===== src/bst_pkg.sv =====
`default_nettype none
package bst_pkg;
  localparam int IR_LEN       = 10;
  localparam int USER_LEN     = 32;
  localparam int ID_LEN       = 32;
  localparam int BSR_LEN_S    = 1029;
  localparam int BSR_LEN_M    = 1665;
  localparam int BSR_LEN_L    = 1941;
  localparam int PLL_LEN      = 16;
  localparam int IOSTD_W      = 4;
  localparam logic [9:0] OP_SAMPLE  = 10'h005;
  localparam logic [9:0] OP_EXTEST  = 10'h000;
  localparam logic [9:0] OP_BYPASS  = 10'h3FF;
  localparam logic [9:0] OP_USER    = 10'h007;
  localparam logic [9:0] OP_IDCODE  = 10'h006;
  localparam logic [9:0] OP_HIGHZ   = 10'h00B;
  localparam logic [9:0] OP_CLAMP   = 10'h00A;
  localparam logic [9:0] OP_CFGLD   = 10'h002;
  localparam logic [9:0] OP_RECFG   = 10'h001;
  localparam logic [9:0] OP_CFGIO   = 10'h00D;
  localparam logic [1:0] IR_CAPTURE = 2'h1;
  localparam logic [IR_LEN-1:0] IR_RESET = OP_IDCODE;
  localparam logic [3:0]  ID_VERSION = 4'h1;     // Arbitrary value
  localparam logic [15:0] ID_PART    = 16'hA5C3; // Arbitrary value
  localparam logic [10:0] ID_MAKER   = 11'h2B5;  // Arbitrary value
  localparam logic [31:0] USERCODE_RST = 32'hFFFFFFFF;

  typedef enum logic [3:0] {
    ST_RESET = 4'hF, ST_IDLE = 4'hC, ST_SEL_DR = 4'h7, ST_CAP_DR = 4'h6,
    ST_SH_DR = 4'h2, ST_EX1_DR = 4'h1, ST_PA_DR = 4'h3, ST_EX2_DR = 4'h0,
    ST_UP_DR = 4'h5, ST_SEL_IR = 4'h4, ST_CAP_IR = 4'hE, ST_SH_IR = 4'hA,
    ST_EX1_IR = 4'h9, ST_PA_IR = 4'hB, ST_EX2_IR = 4'h8, ST_UP_IR = 4'hD
  } bst_state_t;
endpackage
`default_nettype wire


===== src/bst_sync.sv =====
`timescale 1ns/10ps
`default_nettype none
module bst_sync #(
  parameter int W = 1
) (
  input  wire logic         core_clk_i,
  input  wire logic         rst_n_i,
  input  wire logic [W-1:0] d_i,
  output logic      [W-1:0] q_o
);
  logic [W-1:0] meta_reg;

  always_ff @(posedge core_clk_i) begin
    if (!rst_n_i) begin
      meta_reg <= '0;
      q_o      <= '0;
    end else begin
      meta_reg <= d_i;
      q_o      <= meta_reg;
    end
  end
endmodule
`default_nettype wire


===== src/bst_tap.sv =====
`timescale 1ns/10ps
`default_nettype none
module bst_tap
  import bst_pkg::*;
#(
  parameter int NPIN    = 8,
  parameter int BSR_LEN = BSR_LEN_S
) (
  input  wire logic            core_clk_i,
  input  wire logic            rst_n_i,
  input  wire logic            tck_i,
  input  wire logic            tms_i,
  input  wire logic            tdi_i,
  input  wire logic            trst_n_i,
  output logic                 tdo_o,
  output logic                 tdo_oe_o,
  input  wire logic [NPIN-1:0] pin_in_i,
  input  wire logic [NPIN-1:0] core_out_i,
  input  wire logic [NPIN-1:0] core_oe_i,
  input  wire logic [NPIN-1:0] keeper_en_i,
  input  wire logic            config_busy_i,
  input  wire logic            config_done_i,
  input  wire logic [31:0]     usercode_i,
  output logic [NPIN-1:0]      pin_out_o,
  output logic [NPIN-1:0]      pin_oe_o,
  output logic [NPIN-1:0]      pin_keep_o,
  output logic [NPIN*IOSTD_W-1:0] io_std_o,
  output logic [PLL_LEN-1:0]   pll_cfg_o,
  output logic                 cfg_data_o,
  output logic                 cfg_data_vld_o,
  output logic                 reconfig_pulse_o,
  output logic                 cfg_abort_o,
  output logic                 test_conflict_o
);
  localparam int IOS_LEN = NPIN * IOSTD_W;

  logic                 tck_s;
  logic                 tms_s;
  logic                 tdi_s;
  logic                 trst_n_s;
  logic [NPIN-1:0]      pin_s;
  logic                 busy_s;
  logic                 done_s;
  logic                 tck_d_reg;
  logic                 rise;
  logic                 fall;
  bst_state_t           st_reg;
  bst_state_t           st_next;
  logic [IR_LEN-1:0]    ir_sh_reg;
  logic [IR_LEN-1:0]    ir_reg;
  logic                 byp_reg;
  logic [ID_LEN-1:0]    id_sh_reg;
  logic [BSR_LEN-1:0]   bsr_sh_reg;
  logic [BSR_LEN-1:0]   bsr_up_reg;
  logic [IOS_LEN-1:0]   ios_sh_reg;
  logic [PLL_LEN-1:0]   pll_sh_reg;
  logic                 tdo_next;
  logic                 is_sample;
  logic                 is_extest;
  logic                 is_user;
  logic                 is_id;
  logic                 is_highz;
  logic                 is_clamp;
  logic                 is_cfgld;
  logic                 is_cfgio;
  logic                 is_recfg;
  logic                 use_bsr;
  logic                 use_pll;
  logic                 bsr_drive;
  logic [NPIN-1:0]      drv_out;
  logic [NPIN-1:0]      drv_oe;
  logic                 ld_recfg;
  logic                 ld_cfgio;

  // Pin-side inputs all cross into core_clk through two flops
  bst_sync #(.W(NPIN + 6)) u_sync (
    .core_clk_i (core_clk_i),
    .rst_n_i    (rst_n_i),
    .d_i        ({tck_i, tms_i, tdi_i, trst_n_i, config_busy_i, config_done_i, pin_in_i}),
    .q_o        ({tck_s, tms_s, tdi_s, trst_n_s, busy_s, done_s, pin_s})
  );

  always_ff @(posedge core_clk_i) begin
    if (!rst_n_i) begin
      tck_d_reg <= 1'b0;
    end else begin
      tck_d_reg <= tck_s;
    end
  end

  assign rise = tck_s & ~tck_d_reg;
  assign fall = ~tck_s & tck_d_reg;

  always_comb begin
    st_next = st_reg;
    case (st_reg)
      ST_RESET:  st_next = tms_s ? ST_RESET  : ST_IDLE;
      ST_IDLE:   st_next = tms_s ? ST_SEL_DR : ST_IDLE;
      ST_SEL_DR: st_next = tms_s ? ST_SEL_IR : ST_CAP_DR;
      ST_CAP_DR: st_next = tms_s ? ST_EX1_DR : ST_SH_DR;
      ST_SH_DR:  st_next = tms_s ? ST_EX1_DR : ST_SH_DR;
      ST_EX1_DR: st_next = tms_s ? ST_UP_DR  : ST_PA_DR;
      ST_PA_DR:  st_next = tms_s ? ST_EX2_DR : ST_PA_DR;
      ST_EX2_DR: st_next = tms_s ? ST_UP_DR  : ST_SH_DR;
      ST_UP_DR:  st_next = tms_s ? ST_SEL_DR : ST_IDLE;
      ST_SEL_IR: st_next = tms_s ? ST_RESET  : ST_CAP_IR;
      ST_CAP_IR: st_next = tms_s ? ST_EX1_IR : ST_SH_IR;
      ST_SH_IR:  st_next = tms_s ? ST_EX1_IR : ST_SH_IR;
      ST_EX1_IR: st_next = tms_s ? ST_UP_IR  : ST_PA_IR;
      ST_PA_IR:  st_next = tms_s ? ST_EX2_IR : ST_PA_IR;
      ST_EX2_IR: st_next = tms_s ? ST_UP_IR  : ST_SH_IR;
      ST_UP_IR:  st_next = tms_s ? ST_SEL_DR : ST_IDLE;
      default:   st_next = ST_RESET;
    endcase
  end

  always_ff @(posedge core_clk_i) begin
    if (!rst_n_i) begin
      st_reg <= ST_RESET;
    end else if (!trst_n_s) begin
      st_reg <= ST_RESET;
    end else if (rise) begin
      st_reg <= st_next;
    end
  end

  // Instruction register, ten bits, reset selects IDCODE
  always_ff @(posedge core_clk_i) begin
    if (!rst_n_i) begin
      ir_sh_reg <= '0;
      ir_reg    <= IR_RESET;
    end else if (st_reg == ST_RESET) begin
      ir_reg    <= IR_RESET;
    end else if (rise) begin
      case (st_reg)
        ST_CAP_IR: ir_sh_reg <= {{(IR_LEN-2){1'b0}}, IR_CAPTURE};
        ST_SH_IR:  ir_sh_reg <= {tdi_s, ir_sh_reg[IR_LEN-1:1]};
        ST_UP_IR:  ir_reg    <= ir_sh_reg;
        default:   ir_sh_reg <= ir_sh_reg;
      endcase
    end
  end

  assign is_sample = (ir_reg == OP_SAMPLE);
  assign is_extest = (ir_reg == OP_EXTEST);
  assign is_user   = (ir_reg == OP_USER);
  assign is_id     = (ir_reg == OP_IDCODE);
  assign is_highz  = (ir_reg == OP_HIGHZ);
  assign is_clamp  = (ir_reg == OP_CLAMP);
  assign is_cfgld  = (ir_reg == OP_CFGLD);
  assign is_cfgio  = (ir_reg == OP_CFGIO);
  assign is_recfg  = (ir_reg == OP_RECFG);
  assign use_bsr   = is_sample | is_extest;
  assign use_pll   = is_cfgio & ~done_s;

  // One-bit bypass stage; also the path for unknown opcodes
  always_ff @(posedge core_clk_i) begin
    if (!rst_n_i) begin
      byp_reg <= 1'b0;
    end else if (rise) begin
      if (st_reg == ST_CAP_DR) begin
        byp_reg <= 1'b0;
      end else if (st_reg == ST_SH_DR) begin
        byp_reg <= tdi_s;
      end
    end
  end

  // Shared 32-bit shifter for IDCODE and USERCODE
  always_ff @(posedge core_clk_i) begin
    if (!rst_n_i) begin
      id_sh_reg <= '0;
    end else if (rise) begin
      if (st_reg == ST_CAP_DR) begin
        if (is_user) begin
          id_sh_reg <= usercode_i;
        end else begin
          id_sh_reg <= {ID_VERSION, ID_PART, ID_MAKER, 1'b1};
        end
      end else if (st_reg == ST_SH_DR) begin
        id_sh_reg <= {tdi_s, id_sh_reg[ID_LEN-1:1]};
      end
    end
  end

  // Boundary register: first NPIN cells are inputs, next NPIN are outputs
  always_ff @(posedge core_clk_i) begin
    if (!rst_n_i) begin
      bsr_sh_reg <= '0;
      bsr_up_reg <= '0;
    end else if (rise && use_bsr) begin
      if (st_reg == ST_CAP_DR) begin
        bsr_sh_reg[NPIN-1:0] <= pin_s;
        if (is_sample) begin
          bsr_sh_reg[2*NPIN-1:NPIN] <= core_out_i;
        end
      end else if (st_reg == ST_SH_DR) begin
        bsr_sh_reg <= {tdi_s, bsr_sh_reg[BSR_LEN-1:1]};
      end else if (st_reg == ST_UP_DR) begin
        bsr_up_reg <= bsr_sh_reg;
      end
    end
  end

  // I/O standard chain, PLL bits appended before configuration completes
  always_ff @(posedge core_clk_i) begin
    if (!rst_n_i) begin
      ios_sh_reg <= '0;
      pll_sh_reg <= '0;
      io_std_o   <= '0;
      pll_cfg_o  <= '0;
    end else if (rise && is_cfgio) begin
      if (st_reg == ST_SH_DR) begin
        if (use_pll) begin
          pll_sh_reg <= {tdi_s, pll_sh_reg[PLL_LEN-1:1]};
          ios_sh_reg <= {pll_sh_reg[0], ios_sh_reg[IOS_LEN-1:1]};
        end else begin
          ios_sh_reg <= {tdi_s, ios_sh_reg[IOS_LEN-1:1]};
        end
      end else if (st_reg == ST_UP_DR) begin
        io_std_o <= ios_sh_reg;
        if (use_pll) begin
          pll_cfg_o <= pll_sh_reg;
        end
      end
    end
  end

  always_comb begin
    if (is_id || is_user) begin
      tdo_next = id_sh_reg[0];
    end else if (use_bsr) begin
      tdo_next = bsr_sh_reg[0];
    end else if (is_cfgio) begin
      tdo_next = ios_sh_reg[0];
    end else begin
      tdo_next = byp_reg;
    end
  end

  // TDO changes on falling TCK as the port protocol expects
  always_ff @(posedge core_clk_i) begin
    if (!rst_n_i) begin
      tdo_o    <= 1'b0;
      tdo_oe_o <= 1'b0;
    end else if (fall) begin
      if (st_reg == ST_SH_IR) begin
        tdo_o    <= ir_sh_reg[0];
        tdo_oe_o <= 1'b1;
      end else if (st_reg == ST_SH_DR) begin
        tdo_o    <= tdo_next;
        tdo_oe_o <= 1'b1;
      end else begin
        tdo_oe_o <= 1'b0;
      end
    end
  end

  assign bsr_drive = is_extest | is_clamp;
  // New opcode still sits in the shifter during Update-IR
  assign ld_recfg  = (ir_sh_reg == OP_RECFG);
  assign ld_cfgio  = (ir_sh_reg == OP_CFGIO);

  // Next drive, so the keeper mask follows this cycle's enables
  always_comb begin
    drv_out = core_out_i;
    drv_oe  = core_oe_i;
    for (int i = 0; i < NPIN; i++) begin
      if (bsr_drive) begin
        drv_out[i] = bsr_up_reg[NPIN+i];
        drv_oe[i]  = bsr_up_reg[2*NPIN+i];
      end else if (is_highz) begin
        drv_out[i] = 1'b0;
        drv_oe[i]  = 1'b0;
      end
    end
  end

  // Keepers win over any forced high impedance
  always_ff @(posedge core_clk_i) begin
    if (!rst_n_i) begin
      pin_out_o  <= '0;
      pin_oe_o   <= '0;
      pin_keep_o <= '0;
    end else begin
      pin_out_o  <= drv_out;
      pin_oe_o   <= drv_oe;
      if (is_highz || bsr_drive) begin
        pin_keep_o <= keeper_en_i & ~drv_oe;
      end else begin
        pin_keep_o <= keeper_en_i;
      end
    end
  end

  // Data and strobe leave on the same edge
  always_ff @(posedge core_clk_i) begin
    if (!rst_n_i) begin
      cfg_data_o     <= 1'b0;
      cfg_data_vld_o <= 1'b0;
    end else begin
      cfg_data_vld_o <= rise && is_cfgld && (st_reg == ST_SH_DR);
      cfg_data_o     <= tdi_s;
    end
  end

  // Request only; the real pin is never driven
  always_ff @(posedge core_clk_i) begin
    if (!rst_n_i) begin
      reconfig_pulse_o <= 1'b0;
    end else begin
      reconfig_pulse_o <= rise && ((st_reg == ST_UP_IR && ld_recfg) || (st_reg == ST_UP_DR && is_recfg));
    end
  end

  // Loading CONFIG_IO mid-configuration stops the engine
  always_ff @(posedge core_clk_i) begin
    if (!rst_n_i) begin
      cfg_abort_o <= 1'b0;
    end else begin
      cfg_abort_o <= rise && ld_cfgio && busy_s && (st_reg == ST_UP_IR);
    end
  end

  // Flag only; the scan itself still runs
  always_ff @(posedge core_clk_i) begin
    if (!rst_n_i) begin
      test_conflict_o <= 1'b0;
    end else begin
      test_conflict_o <= busy_s && (use_bsr || is_clamp || is_highz);
    end
  end
endmodule
`default_nettype wire


===== config.mk =====
export PLATFORM = sky130hd
export DESIGN_NAME = bst_tap
export DESIGN_NICKNAME = d
export VERILOG_FILES = /design/src/bst_pkg.sv /design/src/bst_sync.sv /design/src/bst_tap.sv
export SDC_FILE = /design/constraint.sdc
export NUM_CORES = 2
export LEC_CHECK = 0
export ABC_AREA = 1
export BUFFER_PORTS_ARGS = -buffer_cell sky130_fd_sc_hd__buf_4
export CORE_ASPECT_RATIO = 0.8
export CORE_MARGIN = 5
export CORE_UTILIZATION = 55
export CTS_CLUSTER_SIZE = 40
export DETAILED_ROUTE_END_ITERATION = 12
export MAX_ROUTING_LAYER = met4
export PLACE_DENSITY = 0.85
export SLEW_MARGIN = 15
export SYNTH_ARGS = -nofsm -noshare
export SYNTH_HDL_FRONTEND = slang
export SYNTH_SLANG_ARGS = --single-unit

===== constraint.sdc =====
create_clock -name core_clk_i -period 2.3 [get_ports core_clk_i]
set_clock_uncertainty 0.2 [all_clocks]
set_input_delay 0.46 -clock core_clk_i [delete_from_list [all_inputs] [get_ports core_clk_i]]
set_output_delay 0.46 -clock core_clk_i [all_outputs]
set_load 0.01 [all_outputs]

==> Flow_metrics.wiki <==
{| class="wikitable"
! Metric !! Value
|-
| Setup repair after global routing missed its margin || true
|-
| Clock tree from TritonCTS || built
|-
| Starting Density || 0.553
|-
| Share of cells above drive strength 1 || 0.0882
|-
| Initial antenna violation count || 4
|-
| Max Clock Freq || about 440 MHz
|-
| Non-Filler Instances || between 6,000 and 7,000
|-
| Leading register cell type out of synthesis || dfxtp_1
|-
| Total number of clock tree sinks || 1,258
|-
| Num rows || 94
|-
| DP Cell Count || 6,513
|-
| Proportion of register bits with asynchronous set or reset after synthesis || 0
|-
| Synthesized instance count || 5,544
|-
| DRC Markers || 0
|-
| Run status || finished clean
|-
| Maximum number of pins on one net before global-route repair || 129
|-
| Via/cell ratio || 5.11
|-
| Net count after synthesis || 5,616
|-
| Congestion Overflow GR || 0
|-
| Number of buffers inserted by port buffering || 150
|-
| H-tree depth reported by CTS || 3
|-
| Met3 wire length || 4.06 mm
|-
| Number of global-route vias before repair || 31,592
|-
| Number of synthesized register bits || 1,258
|-
| First DRT Iteration DRCs || 2,563
|-
| Source-to-sink clock delay at the later pin of the worst-skew pair || approximately 0.70 ns
|-
| Unique cell type count in the Yosys netlist || 35
|-
| Leading post-synthesis cells by instance count || 1,258 x dfxtp_1, 1,175 x a21oi_1, 1,164 x inv_1, 1,090 x o21ai_0, 266 x clkbuf_1
|-
| Normalized max-slew margin || 0.545
|-
| Total clock buffers created by CTS || 113
|-
| Seq/Total Area, Yosys || 0.557
|-
| Remaining antenna violation count || 0
|-
| Number of setup violations in the final report || 0
|-
| Master cell of the clock root buffer || clkbuf_16
|-
| Die area || 88,100 um2
|-
| Critical path data required time || roughly 2.7 ns
|-
| Crit-path max FO || 39
|-
| Library cell with the highest instance count after synthesis || dfxtp_1
|-
| Final Hold Violating Endpoints || 0
|-
| Total power density per cell area || 801 nW/um2
|-
| DR vias || 34,740
|-
| Cell accounting for the most synthesized area || dfxtp_1
|-
| Final number of max-transition violations || 0
|-
| DP Wirelength || 48.2 mm
|-
| Post-synthesis area per instance || roughly 8.2 um2
|-
| Crit path capture type || register
|-
| Number of detailed-routing iterations run before antenna repair || 6
|-
| Slew @ Worst Pin || 0.682 ns
|-
| Leakage || 18.6 nW
|-
| Global-route wire length before repair || around 150 mm
|-
| Post-synth EDFFs || 0
|-
| Clock Path Buffers || 3
|-
| Fill cell total of the finished layout || just over 6,000
|-
| Flip-flop count of the largest register after layout || 1,029
|-
| Wire length on met2 || about 42 mm
|-
| Category of the most critical setup path || register to register
|-
| Fin Setup TNS || 0 ns
|-
| Die width || between 300 and 400 um
|-
| Final period utilization || 0.994
|-
| Share of the synthesized area in the top cell type || 0.557
|-
| Worst vdd rail ir drop || 0.628 mV
|-
| Final period demand of the worst path || 2.29 ns
|-
| Routability cong. || 0.847
|-
| Aggregate global-route resource usage || 0.194
|-
| Critical path arrival || 2.65 ns
|-
| Layout overhead on the synthesized area || 15.0%
|-
| Met1 wire length || 39.9 mm
|-
| Kind of launch point of the worst setup path || register
|-
| DR WL/cell || 13.0 um
|-
| Summed instance area of the synthesized netlist || 45,200 um2
|-
| Clock slew seen by the registers of the worst setup and hold paths || 0.06 ns
|-
| Share of the core filled with cells || 0.635
|-
| Count of yosys warnings during synthesis || 0
|-
| Max-cap violations || 0
|-
| Highest layer used for signal routing || met4
|-
| Cell types with the largest area share after synthesis || dfxtp_1 56%, a21oi_1 13%, o21ai_0 12%
|-
| Tightest Hold Check Type || input port to register
|-
| Area of the core region || between 80,000 and 90,000 um2
|-
| Top-level I/O count || 151
|-
| Chip Height || 267 um
|-
| Wire length reported by the detailed router || 88.2 mm
|-
| Layout Nets || 5,677
|}
## cell type report
type	instances	area [um2]	share of cell area
Antenna cell	5	12.5	0.000241
Clock buffer	162	3290	0.0633
Clock inverter	39	458	0.00881
Inverter	1166	4380	0.0842
Multi-Input combinational cell	2708	13600	0.261
Sequential cell	1258	25200	0.484
Tap cell	1104	1380	0.0266
Timing Repair Buffer	358	3730	0.0718
## per-layer routing
layer / track usage / vias up
met5: - / -
met4: 0.0630 / 0
met3: 0.0308 / 207
met2: 0.317 / 775
met1: 0.249 / 15773
li1: - / 17985
## stage by stage
step / setup WS (ns) / power [mW] / hold WS [ns] / instance area (um2)
4_1_cts: 0.00533 / 41.9 / 0.00257 / 51600
5_1_grt: -0.102 / 43.0 / 0.0434 / 52000
2_1_floorplan: 0.214 / 23.0 / 0.190 / 45200
3_3_place_gp: 0.160 / 23.3 / 0.202 / 47200
3_5_place_dp: 0.0783 / 23.3 / 0.204 / 47200
6_report: 0.0139 / 41.6 / 0.0390 / 52000
## power breakdown
group | internal (mW) | switching, mW | leakage [nW] | total, mW
logic | 0.469 | 0.677 | 6.66 | 1.15
clock network | 10.5 | 8.11 | 1.85 | 18.7
registers | 21.8 | 0.0179 | 10.1 | 21.8
total | 32.8 | 8.80 | 18.6 | 41.6
## final timing paths
check	slack (ns)	from	cells past startpoint	end
max	0.01	ir_reg[0]	12	bsr_sh_reg[913]
min	0.04	usercode_i[6]	5	id_sh_reg[6]
max reg2reg	0.01	ir_reg[0]	12	bsr_sh_reg[913]
min reg2reg	0.20	u_sync.meta_reg[13]	2	u_sync.q_o[13]
## critical path, stage by stage, from the launching register on
cell       delay (ns)
dfxtp_1          0.41
inv_1            0.09
nor2_2           0.13
nand2_1          0.10
nand2_2          0.10
inv_2            0.06
nor2_8           0.12
nand2_8          0.11
buf_12           0.15
clkbuf_16        0.16
buf_12           0.17
o21ai_0          0.25
a21oi_1          0.08
## cell usage in the layout, fill, tap and decap left out, types with 68 or more instances in the layout
cell	n
nand2_1	149
inv_1	1163
clkbuf_16	120
a21oi_1	1171
o21ai_1	251
buf_4	223
nor2_1	81
dlygate4sd3_1	68
dfxtp_1	1258
o21ai_0	893
## logic make-up after synthesis
logic type             share of synthesized area
AO/OA/AOI/OAI                              0.269
buffers and inverters                      0.145
flip-flops                                 0.557
AND/OR/NAND/NOR                           0.0296
## repair_timing
item                       4_1_cts  5_1_grt
setup endpoints to repair        7      506
gates resized for setup          2      218
hold buffers                    68        0
hold endpoints to repair        77        0
buffers inserted                 0        4
cloned                           0        9
Note: power is estimated with default switching activity, not from simulation.
